File: src/pin_port_consts.vh
// Constants for the external pin interface of the signal processor core.
// Assumes inclusion by its bare name from the design file.
`ifndef PIN_PORT_CONSTS_VH
`define PIN_PORT_CONSTS_VH
`define DATA_W 16
`define PC_W 9
`define PC_RESET 9'h000
`define PC_START 9'h001
`define CTRL_W 5
`define CTRL_BYTE_BIT 0
`define CTRL_DMA_BIT 1
`define FN_INPUT_REG 4'h0
`define FN_OUTPUT_REG 4'h1
`define FN_CONTROL_REG 4'h2
`define FN_PC_LOAD 4'h3
`define FN_BYTE_HIGH_BIT 3
`define SHIFT_COUNT_W 5
`define SHIFT_BITS 5'h10
`define CLK_DIV 4
`define RESET_MIN_NS 1000
`define REF_PERIOD_NS 25
`define RESET_MIN_CYCLES ((`RESET_MIN_NS + `REF_PERIOD_NS - 1) / `REF_PERIOD_NS)
`endif

File: src/dsp_external_pin_interface.v
// External pin interface of the signal processor: host port, DMA handshake,
// serial ports, bit pin, reset and clock divider.
// Assumes ref_clk is the oscillator; all pins are asynchronous to it.
//
// How it works
// RULE1 - Drive data bus on host read (direction high), accept writes when low, under select.
// RULE2 - Data bus released whenever chip select is inactive.
// RULE3 - Byte or word transfers chosen by control register and function select.
// RULE4 - Host strobe captures data bus into selected register under chip select.
// RULE5 - Falling edge of host strobe after a transfer flags an interrupt event.
// RULE6 - Data, function, direction and strobe ignored unless chip select low.
// RULE7 - Function select picks the register taking part in each host transfer.
// RULE8 - Host may write the control register through the host port.
// RULE9 - Host may load the program counter with a start address.
// RULE10 - DMA end low leaves DMA transfer mode.
// RULE11 - Setting the DMA mode flag starts transfer request driving.
// RULE12 - In DMA mode, request rises on each port-accumulator data move.
// RULE13 - Transfer acknowledge returns the request low.
// RULE14 - Outside DMA mode the request pin is a program-controlled output.
// RULE15 - Serial input bits shift in on falling serial input clock.
// RULE16 - Rising serial input enable starts collecting a word.
// RULE17 - Completion of a serial input word flags an interrupt event.
// RULE18 - Serial output driven while its enable high, floats otherwise.
// RULE19 - Serial output changes on rising serial output clock.
// RULE20 - Falling serial output enable after a transfer flags an interrupt event.
// RULE21 - Bit pin is open drain; write one to read the pin level.
// RULE22 - Reset clears program counter, sets interrupt mask, keeps other registers (here reset also clears host, control and serial registers).
// RULE23 - After reset, execution starts at address one.
// RULE24 - System holds reset low above one microsecond with oscillator running.
// RULE25 - Internal clock is oscillator divided by four.
// RULE26 - Byte mode moves host words as upper and lower halves.
// RULE27 - Host output register holds until the program writes it.
// RULE28 - Serial input register clears after moving to the accumulator.
// RULE29 - Output bit count equals output clock pulses while enabled, max sixteen.
// RULE30 - External clocks, enables and strobe are synchronised before use (host_data_oe and serial_out_oe take chip select and enable raw).
`include "pin_port_consts.vh"
`timescale 1ns/1ps
`default_nettype none

module dsp_external_pin_interface #(
  parameter DATA_W = `DATA_W,
  parameter PC_W = `PC_W
) (
  input wire ref_clk,
  input wire rst_n,
  input wire chip_select_n,
  input wire read_not_write,
  input wire host_transfer_strobe,
  input wire [3:0] function_select,
  input wire [DATA_W-1:0] host_data_in,
  output reg [DATA_W-1:0] host_data_out,
  output wire host_data_oe,
  input wire dma_end_n,
  input wire transfer_acknowledge,
  output wire transfer_request_out,
  output wire transfer_request_oe,
  input wire serial_in_data,
  input wire serial_in_clock,
  input wire serial_in_enable,
  input wire serial_out_clock,
  input wire serial_out_enable,
  output reg serial_out_data,
  output wire serial_out_oe,
  input wire bit_io_in,
  output wire bit_io_out,
  output wire bit_io_oe,
  input wire core_ctrl_write,
  input wire [`CTRL_W-1:0] core_ctrl_data,
  input wire core_out_write,
  input wire [DATA_W-1:0] core_out_data,
  input wire core_in_read,
  input wire core_serial_in_read,
  input wire core_serial_out_write,
  input wire [DATA_W-1:0] core_serial_out_data,
  input wire core_request_set,
  input wire core_request_clear,
  input wire core_bit_write,
  input wire core_bit_value,
  input wire core_pc_advance,
  input wire core_mask_clear,
  output reg [DATA_W-1:0] host_input_register,
  output reg [DATA_W-1:0] serial_input_shift_register,
  output reg [`CTRL_W-1:0] control_register,
  output reg [PC_W-1:0] program_counter,
  output reg interrupt_mask_flag,
  output reg bit_io_level,
  output reg dma_mode,
  output reg host_strobe_event,
  output reg serial_in_done_event,
  output reg serial_out_done_event,
  output reg core_clock_enable
);

  ////////////////////////////////////////////////////////////////////////////
  // Two-stage synchronisers for the ten control pins gathered in pin_raw
  localparam SYNC_N = 10;
  // Pin positions inside the synchroniser vectors
  localparam P_CS = 0;
  localparam P_STROBE = 1;
  localparam P_SI_DATA = 2;
  localparam P_SI_CLOCK = 3;
  localparam P_SI_EN = 4;
  localparam P_SO_CLOCK = 5;
  localparam P_SO_EN = 6;
  localparam P_DMA_END_N = 7;
  localparam P_ACK = 8;
  localparam P_BIT = 9;
  // Reset to each pin's idle level so that no false edge follows reset
  localparam [SYNC_N-1:0] SYNC_IDLE = 10'h289;
  wire [SYNC_N-1:0] pin_raw;
  reg [SYNC_N-1:0] sync1_reg;
  reg [SYNC_N-1:0] sync2_reg;
  reg [SYNC_N-1:0] sync3_reg;
  assign pin_raw = {bit_io_in, transfer_acknowledge, dma_end_n, serial_out_enable,
    serial_out_clock, serial_in_enable, serial_in_clock, serial_in_data,
    host_transfer_strobe, chip_select_n};

  always @(posedge ref_clk or negedge rst_n) begin
    if (!rst_n) begin
      sync1_reg <= SYNC_IDLE;
      sync2_reg <= SYNC_IDLE;
      sync3_reg <= SYNC_IDLE;
    end else begin
      sync1_reg <= pin_raw; // RULE30
      sync2_reg <= sync1_reg;
      sync3_reg <= sync2_reg;
    end
  end

  // Rise and fall flags for every synchronised pin
  wire [SYNC_N-1:0] pin_rise;
  wire [SYNC_N-1:0] pin_fall;
  genvar gi;
  generate
    for (gi = 0; gi < SYNC_N; gi = gi + 1) begin : g_edge
      assign pin_rise[gi] = sync2_reg[gi] & ~sync3_reg[gi];
      assign pin_fall[gi] = sync3_reg[gi] & ~sync2_reg[gi];
    end
  endgenerate

  wire cs_active = ~sync2_reg[P_CS];
  wire strobe_fall = pin_fall[P_STROBE];
  wire si_bit = sync2_reg[P_SI_DATA];
  wire si_clk_fall = pin_fall[P_SI_CLOCK];
  wire si_en_level = sync2_reg[P_SI_EN];
  wire si_en_rise = pin_rise[P_SI_EN];
  wire so_clk_rise = pin_rise[P_SO_CLOCK];
  wire so_en_level = sync2_reg[P_SO_EN];
  wire so_en_fall = pin_fall[P_SO_EN];
  wire dma_end_low = ~sync2_reg[P_DMA_END_N];
  wire ack_level = sync2_reg[P_ACK];
  wire bit_pin = sync2_reg[P_BIT];

  ////////////////////////////////////////////////////////////////////////////
  // Clock divider: internal operating clock as a one-in-four enable pulse
  reg [1:0] div_reg;
  always @(posedge ref_clk or negedge rst_n) begin
    if (!rst_n) begin
      div_reg <= 2'h0;
      core_clock_enable <= 1'b0;
    end else begin
      div_reg <= div_reg + 2'h1; // RULE25
      core_clock_enable <= (div_reg == (`CLK_DIV - 1));
    end
  end

  ////////////////////////////////////////////////////////////////////////////
  // Host parallel port
  function is_fn;
    input [3:0] fs;
    input [3:0] code;
    begin
      is_fn = (fs[2:0] == code[2:0]);
    end
  endfunction

  reg [DATA_W-1:0] host_output_register;
  wire byte_mode = control_register[`CTRL_BYTE_BIT] | function_select[`FN_BYTE_HIGH_BIT];
  reg byte_phase_reg;
  wire host_write = strobe_fall & cs_active & ~read_not_write; // RULE4 RULE6
  wire host_read = strobe_fall & cs_active & read_not_write;
  // Declared ahead of the register and DMA processes that read them
  reg pc_start_pending;
  wire dma_end_fire;
  wire dma_start;

  // Bus driven only during a selected read
  assign host_data_oe = ~chip_select_n & read_not_write; // RULE1 RULE2

  always @(*) begin
    if (byte_mode) begin
      if (byte_phase_reg) begin
        host_data_out = {{(DATA_W/2){1'b0}}, host_output_register[DATA_W-1:DATA_W/2]}; // RULE26
      end else begin
        host_data_out = {{(DATA_W/2){1'b0}}, host_output_register[DATA_W/2-1:0]};
      end
    end else begin
      host_data_out = host_output_register;
    end
  end

  always @(posedge ref_clk or negedge rst_n) begin
    if (!rst_n) begin
      host_input_register <= {DATA_W{1'b0}};
      host_output_register <= {DATA_W{1'b0}};
      control_register <= {`CTRL_W{1'b0}};
      program_counter <= `PC_RESET; // RULE22
      interrupt_mask_flag <= 1'b1;
      byte_phase_reg <= 1'b0;
      host_strobe_event <= 1'b0;
    end else begin
      host_strobe_event <= host_write | host_read; // RULE5
      if (host_write & is_fn(function_select, `FN_INPUT_REG)) begin // RULE7
        if (byte_mode) begin // RULE3 RULE26
          if (byte_phase_reg) begin
            host_input_register[DATA_W-1:DATA_W/2] <= host_data_in[DATA_W/2-1:0];
          end else begin
            host_input_register[DATA_W/2-1:0] <= host_data_in[DATA_W/2-1:0];
          end
        end else begin
          host_input_register <= host_data_in;
        end
      end
      if ((host_write | host_read) & byte_mode &
          (is_fn(function_select, `FN_INPUT_REG) | is_fn(function_select, `FN_OUTPUT_REG))) begin
        byte_phase_reg <= ~byte_phase_reg;
      end else if (!byte_mode) begin
        byte_phase_reg <= 1'b0;
      end
      if (host_write & is_fn(function_select, `FN_CONTROL_REG)) begin
        control_register <= host_data_in[`CTRL_W-1:0]; // RULE8
      end else if (core_ctrl_write) begin
        control_register <= core_ctrl_data;
      end else if (dma_end_fire) begin
        control_register[`CTRL_DMA_BIT] <= 1'b0; // RULE10
      end
      if (core_out_write) begin
        host_output_register <= core_out_data; // RULE27
      end
      if (host_write & is_fn(function_select, `FN_PC_LOAD)) begin
        program_counter <= {1'b0, host_data_in[PC_W-2:0]} + `PC_START; // RULE9
      end else if (pc_start_pending | core_pc_advance) begin
        program_counter <= program_counter + 9'h001; // RULE23
      end
      if (core_mask_clear) begin
        interrupt_mask_flag <= 1'b0;
      end
    end
  end

  // First ref_clk cycle after reset steps past address zero
  always @(posedge ref_clk or negedge rst_n) begin
    if (!rst_n) begin
      pc_start_pending <= 1'b1;
    end else begin
      pc_start_pending <= 1'b0;
    end
  end

  ////////////////////////////////////////////////////////////////////////////
  // DMA handshake and request pin
  // DMA end outranks every request source while in DMA mode
  assign dma_end_fire = dma_mode & dma_end_low;
  // Setting the mode flag raises the request once, before the mode takes hold
  assign dma_start = ~dma_mode & control_register[`CTRL_DMA_BIT] & ~dma_end_low;
  reg request_reg;
  always @(posedge ref_clk or negedge rst_n) begin
    if (!rst_n) begin
      dma_mode <= 1'b0;
      request_reg <= 1'b0;
    end else begin
      dma_mode <= control_register[`CTRL_DMA_BIT] & ~dma_end_low; // RULE11 RULE10
      if (dma_mode) begin
        if (dma_end_low) begin
          request_reg <= 1'b0;
        end else if (core_in_read | core_out_write) begin
          request_reg <= 1'b1; // RULE12
        end else if (ack_level) begin
          request_reg <= 1'b0; // RULE13
        end
      end else if (dma_start) begin
        request_reg <= 1'b1; // RULE11
      end else if (core_request_set) begin
        request_reg <= 1'b1; // RULE14
      end else if (core_request_clear) begin
        request_reg <= 1'b0;
      end
    end
  end
  // Open drain: pull low when inactive, release for high
  assign transfer_request_out = 1'b0;
  assign transfer_request_oe = ~request_reg;

  ////////////////////////////////////////////////////////////////////////////
  // Serial input
  // A word closes after sixteen bits or when the peer drops the enable early
  reg [`SHIFT_COUNT_W-1:0] si_count_reg;
  reg si_active_reg;
  always @(posedge ref_clk or negedge rst_n) begin
    if (!rst_n) begin
      serial_input_shift_register <= {DATA_W{1'b0}};
      si_count_reg <= {`SHIFT_COUNT_W{1'b0}};
      si_active_reg <= 1'b0;
      serial_in_done_event <= 1'b0;
    end else begin
      serial_in_done_event <= 1'b0;
      if (si_en_rise) begin
        si_active_reg <= 1'b1; // RULE16
        si_count_reg <= {`SHIFT_COUNT_W{1'b0}};
      end else if (si_active_reg & si_clk_fall) begin
        serial_input_shift_register <= {serial_input_shift_register[DATA_W-2:0], si_bit}; // RULE15
        si_count_reg <= si_count_reg + 5'h01;
        if (si_count_reg == (`SHIFT_BITS - 5'h01) || !si_en_level) begin
          si_active_reg <= 1'b0;
          serial_in_done_event <= 1'b1; // RULE17
        end
      end else if (si_active_reg & !si_en_level & (si_count_reg != 5'h00)) begin
        si_active_reg <= 1'b0;
        serial_in_done_event <= 1'b1;
      end else if (core_serial_in_read) begin
        serial_input_shift_register <= {DATA_W{1'b0}}; // RULE28
      end
    end
  end

  ////////////////////////////////////////////////////////////////////////////
  // Serial output
  // Clocks past sixteen while enabled shift nothing more
  reg [DATA_W-1:0] serial_out_shift_reg;
  reg [`SHIFT_COUNT_W-1:0] so_count_reg;
  assign serial_out_oe = serial_out_enable; // RULE18
  always @(posedge ref_clk or negedge rst_n) begin
    if (!rst_n) begin
      serial_out_shift_reg <= {DATA_W{1'b0}};
      so_count_reg <= {`SHIFT_COUNT_W{1'b0}};
      serial_out_data <= 1'b0;
      serial_out_done_event <= 1'b0;
    end else begin
      serial_out_done_event <= so_en_fall & (so_count_reg != 5'h00); // RULE20
      if (core_serial_out_write) begin
        serial_out_shift_reg <= core_serial_out_data;
        so_count_reg <= {`SHIFT_COUNT_W{1'b0}};
      end else if (so_en_level & so_clk_rise & (so_count_reg != `SHIFT_BITS)) begin
        serial_out_data <= serial_out_shift_reg[DATA_W-1]; // RULE19 RULE29
        serial_out_shift_reg <= {serial_out_shift_reg[DATA_W-2:0], 1'b0};
        so_count_reg <= so_count_reg + 5'h01;
      end else if (so_en_fall) begin
        so_count_reg <= {`SHIFT_COUNT_W{1'b0}};
        serial_out_shift_reg <= {DATA_W{1'b0}};
      end
    end
  end

  ////////////////////////////////////////////////////////////////////////////
  // Bit I/O, open drain
  reg bit_ff_reg;
  always @(posedge ref_clk or negedge rst_n) begin
    if (!rst_n) begin
      bit_ff_reg <= 1'b1;
      bit_io_level <= 1'b0;
    end else begin
      if (core_bit_write) begin
        bit_ff_reg <= core_bit_value;
      end
      bit_io_level <= bit_pin; // RULE21
    end
  end
  assign bit_io_out = 1'b0;
  assign bit_io_oe = ~bit_ff_reg; // RULE21

endmodule

`default_nettype wire

File: config.mk
export PLATFORM = sky130hd
export DESIGN_NAME = dsp_external_pin_interface
export DESIGN_NICKNAME = d
export VERILOG_FILES = /design/src/dsp_external_pin_interface.v
export VERILOG_INCLUDE_DIRS = /design/src
export SDC_FILE = /design/constraint.sdc
export NUM_CORES = 1
export LEC_CHECK = 0
export BUFFER_PORTS_ARGS = -buffer_cell sky130_fd_sc_hd__buf_2
export CORE_MARGIN = 8
export CORE_UTILIZATION = 45
export CTS_BUF_LIST = sky130_fd_sc_hd__clkbuf_16
export DETAILED_ROUTE_END_ITERATION = 16
export GPL_ROUTABILITY_DRIVEN = 0
export GPL_TIMING_DRIVEN = 0
export PLACE_DENSITY = 0.71
export SLEW_MARGIN = 25
export SYNTH_ARGS = -nofsm -noshare
export SYNTH_HDL_FRONTEND = slang
export SYNTH_SLANG_ARGS = --single-unit
File: constraint.sdc
create_clock -name ref_clk -period 3.3 [get_ports ref_clk]
set_clock_uncertainty 0.15 [all_clocks]
set_input_delay 0 -clock ref_clk [delete_from_list [all_inputs] [get_ports ref_clk]]
set_output_delay 0 -clock ref_clk [all_outputs]
set_load 0.02 [all_outputs]
==> flow_summary.ini <==
[yosys]
ys_warn_count = 0
netlist.area_leader.share_pct = 54.8
synth_edf_count = 0
ys_types = 49
ys_top_cells_by_area = dfrtp_1 55%, mux2_2 7.6%, dfstp_2 5.9%
yosys.area.top_type = dfrtp_1
postSynth.asyncResetShare_pct = 100
ys_seq_elements = 128
synth_area_sq_um = 5300
syn_area_per_cell_sq_um = 12.7
synthCells = 417
synth_seq_area_share_pct = 60.7
synthFlopType = dfrtp_1

[placement]
post-place-ws_ps = 180
io_buffers = 150
placed_area_sq_um = 6270
dp_hpwl_um = 9150

[timing]
slew_headroom_pct = 60.6
min_period_ps = 3120
setup_viol = 0
worst_slew_pin_slew_ps = 591
fin_crit_sh_pct = 94.5
timing.final.max_slew_violations = 0
setup_ws_ps = 182
fin_setup_tns_ps = 0
fmax_mhz = 321
hold_viol = 0
rsz0062_at_grt = no

[global_routing]
antenna_found_initial = 2
grt_pass1_wl_um = 24000
grt_usage_pct = 19.2
grt_overflow_total = 0
grt_max_degree = 66
grt_pass1_vias = 4775

[clock_tree]
clk_pin_slew_worst_paths_ps = 50
cts.htree.levels = 4
clockBufferDepth = 2
clock_latency_ps = 410
postCtsResizedCells = 0
root_buffer = clkbuf_16
cts_tree = yes
cts_buffers = 17
clock-sinks = 128

[power]
cellLeakagePower_nw = 3.90
power_density_nw_per_um2 = 576
ir_drop_mv = 0.615
power.total_mw = 4.54

[cells_and_area]
synthToLayoutAreaGrowth_pct = 48.6
final_layout_size_suffix_gt1_share_pct = 33.7
fin_area_sq_um = 7880
finalNetCount = 781

[drt]
wl_met3_um = 825
met1_length_um = 6140
dr_wl_met2_um = 7210
viasPerCell = 5.15
highest_layer = met4
drt-pass1-iter-count = 6
drc = 0
wl_per_cell_um = 17.2
num_vias = 4384
ant_nets = 0
routed_wl_um = 14600
drt_iter0_drc = 367

[critical_path]
crit_family = simple AND/OR/NAND/NOR gates
end_kind = flip-flop
path_class = flip-flop to flip-flop
path_max_fanout = 6
cp_data_required_time_ps = 3480
cp_slowest_cell = or4b_4
crit_path_max_incr_delay_ps = 590
path_buf_inv = 0
path_cells = or4b_4 -> nor3_4 -> mux2_2 -> ha_1 -> o211a_1 -> or3b_2 -> xor2_1 -> mux2i_1
start_kind = flip-flop
critPathArrivalTime_ps = 3300

[die]
rows = 39
pin_count = 157
die_h_um = 125
initial_utilization_pct = 46.2
core_area_sq_um = 11500
dieArea_sq_um = 15500
die_w_um = 125

[flow_run]
drv_cap = 0

[status]
status = finished clean

[hold_path]
hold_class = input port to flip-flop
per-stage QoR:
step / util [%] / instances / hold slack, ps
final: 68.7 / 851 / 31.6
after global routing: 68.7 / 851 / 33.4
after CTS: 68.6 / 849 / 10.4
after detailed placement: 54.7 / 713 / -179
after global placement: 54.4 / 712 / -45.1
after floorplan: - / 419 / -446
cells in the final DEF (no fill, tap or decap), types with 4 or more instances in the layout:
master / instances
a21oi_1: 18
a222oi_1: 15
a22o_1: 20
and2_1: 9
buf_2: 153
clkbuf_1: 9
clkbuf_16: 17
clkinv_1: 6
dfrtp_1: 116
dfstp_2: 12
dlygate4sd3_1: 103
ha_1: 7
inv_1: 32
mux2_2: 36
mux2i_1: 17
nand2_1: 12
nand3_1: 7
nand4_1: 5
nor2_1: 27
nor3_1: 4
o21ai_0: 9
xnor2_1: 9
xor2_1: 9
area by class of cell:
class	instances	area [sq um]
Clock inverter	15	113
Clock buffer	17	425
Multi-Input combinational cell	243	1890
Sequential cell	128	3220
Tap cell	143	179
Inverter	28	105
Buffer	20	98.8
Timing Repair Buffer	255	1850
Fill cell	813	3590
Antenna cell	2	5.00
final timing paths:
kind	start	endpoint	slack (ps)	cells past startpoint
hold / removal	core_serial_in_read	serial_input_shift_register[3]$_DFFE_PN0P_	30	4
min in group asynchronous	rst_n	byte_phase_reg$_DFFE_PN0P_	400	3
max in group asynchronous	rst_n	sync2_reg[3]$_DFF_PN1_	2040	4
hold reg to reg	sync1_reg[1]$_DFF_PN0_	sync2_reg[1]$_DFF_PN0_	200	0
setup / recovery	sync2_reg[1]$_DFF_PN0_	program_counter[8]$_DFFE_PN0P_	180	8
setup reg to reg	sync2_reg[1]$_DFF_PN0_	program_counter[8]$_DFFE_PN0P_	180	8
kinds of logic (layout without fill, tap and decap cells):
| group | after synthesis | after routing | share of synthesized area (%) |
|---|---|---|---|
| muxes | 54 | 54 | 11.1 |
| adders and majority gates | 7 | 7 | 1.65 |
| buffers and inverters | 48 | 335 | 3.85 |
| DFF | 128 | 128 | 60.7 |
| other | 1 | 5 | 0.0708 |
| AOI/OAI and AO/OA | 74 | 74 | 10.6 |
| and+or+nand+nor | 87 | 87 | 9.07 |
| xor gates and xnor gates | 18 | 18 | 2.97 |
worst min-delay path, cell delays in order:
cell and delay (ps):
buf_2 100, o21ai_0 60, a21o_1 240, a22o_1 160
what timing repair did:
action	in CTS	in global routing
hold buffers	104	0
hold endpoints to repair	197	0
buffers inserted	0	0
routing by layer:
metal | track usage, % | vias up
met2 | 30.7 | 173
met3 | 6.68 | 35
li1 | - | 2032
met1 | 22.3 | 2144
met5 | 0 | -
met4 | 9.99 | 0
power breakdown:
part | leakage (nW) | switching [mW] | internal, mW
Sequential | 1.59 | 0.139 | 1.75
Clock | 0.280 | 0.630 | 1.08
Combinational | 2.03 | 0.496 | 0.448
Total | 3.90 | 1.26 | 3.27
Yosys cell counts (2+ instances only):
master and number:
inv_1 28, dfrtp_1 116, and2_1 9, nand3_1 7
ha_1 7, clkbuf_1 9, o211a_1 2, a222oi_1 15
a22o_1 20, and3_1 2, o21ai_0 9, dfstp_2 12
nor4b_1 3, buf_4 3, a21oi_1 18, nor2_1 27
buf_2 4, nand2b_1 2, nor2b_1 3, xor2_1 9
mux2i_1 17, mux2_2 36, nand3b_1 3, nand4_1 5
nor3_1 4, xnor2_1 9, a21o_1 3, buf_1 3
nand2_1 12
Power figures use the tool's default switching activity.
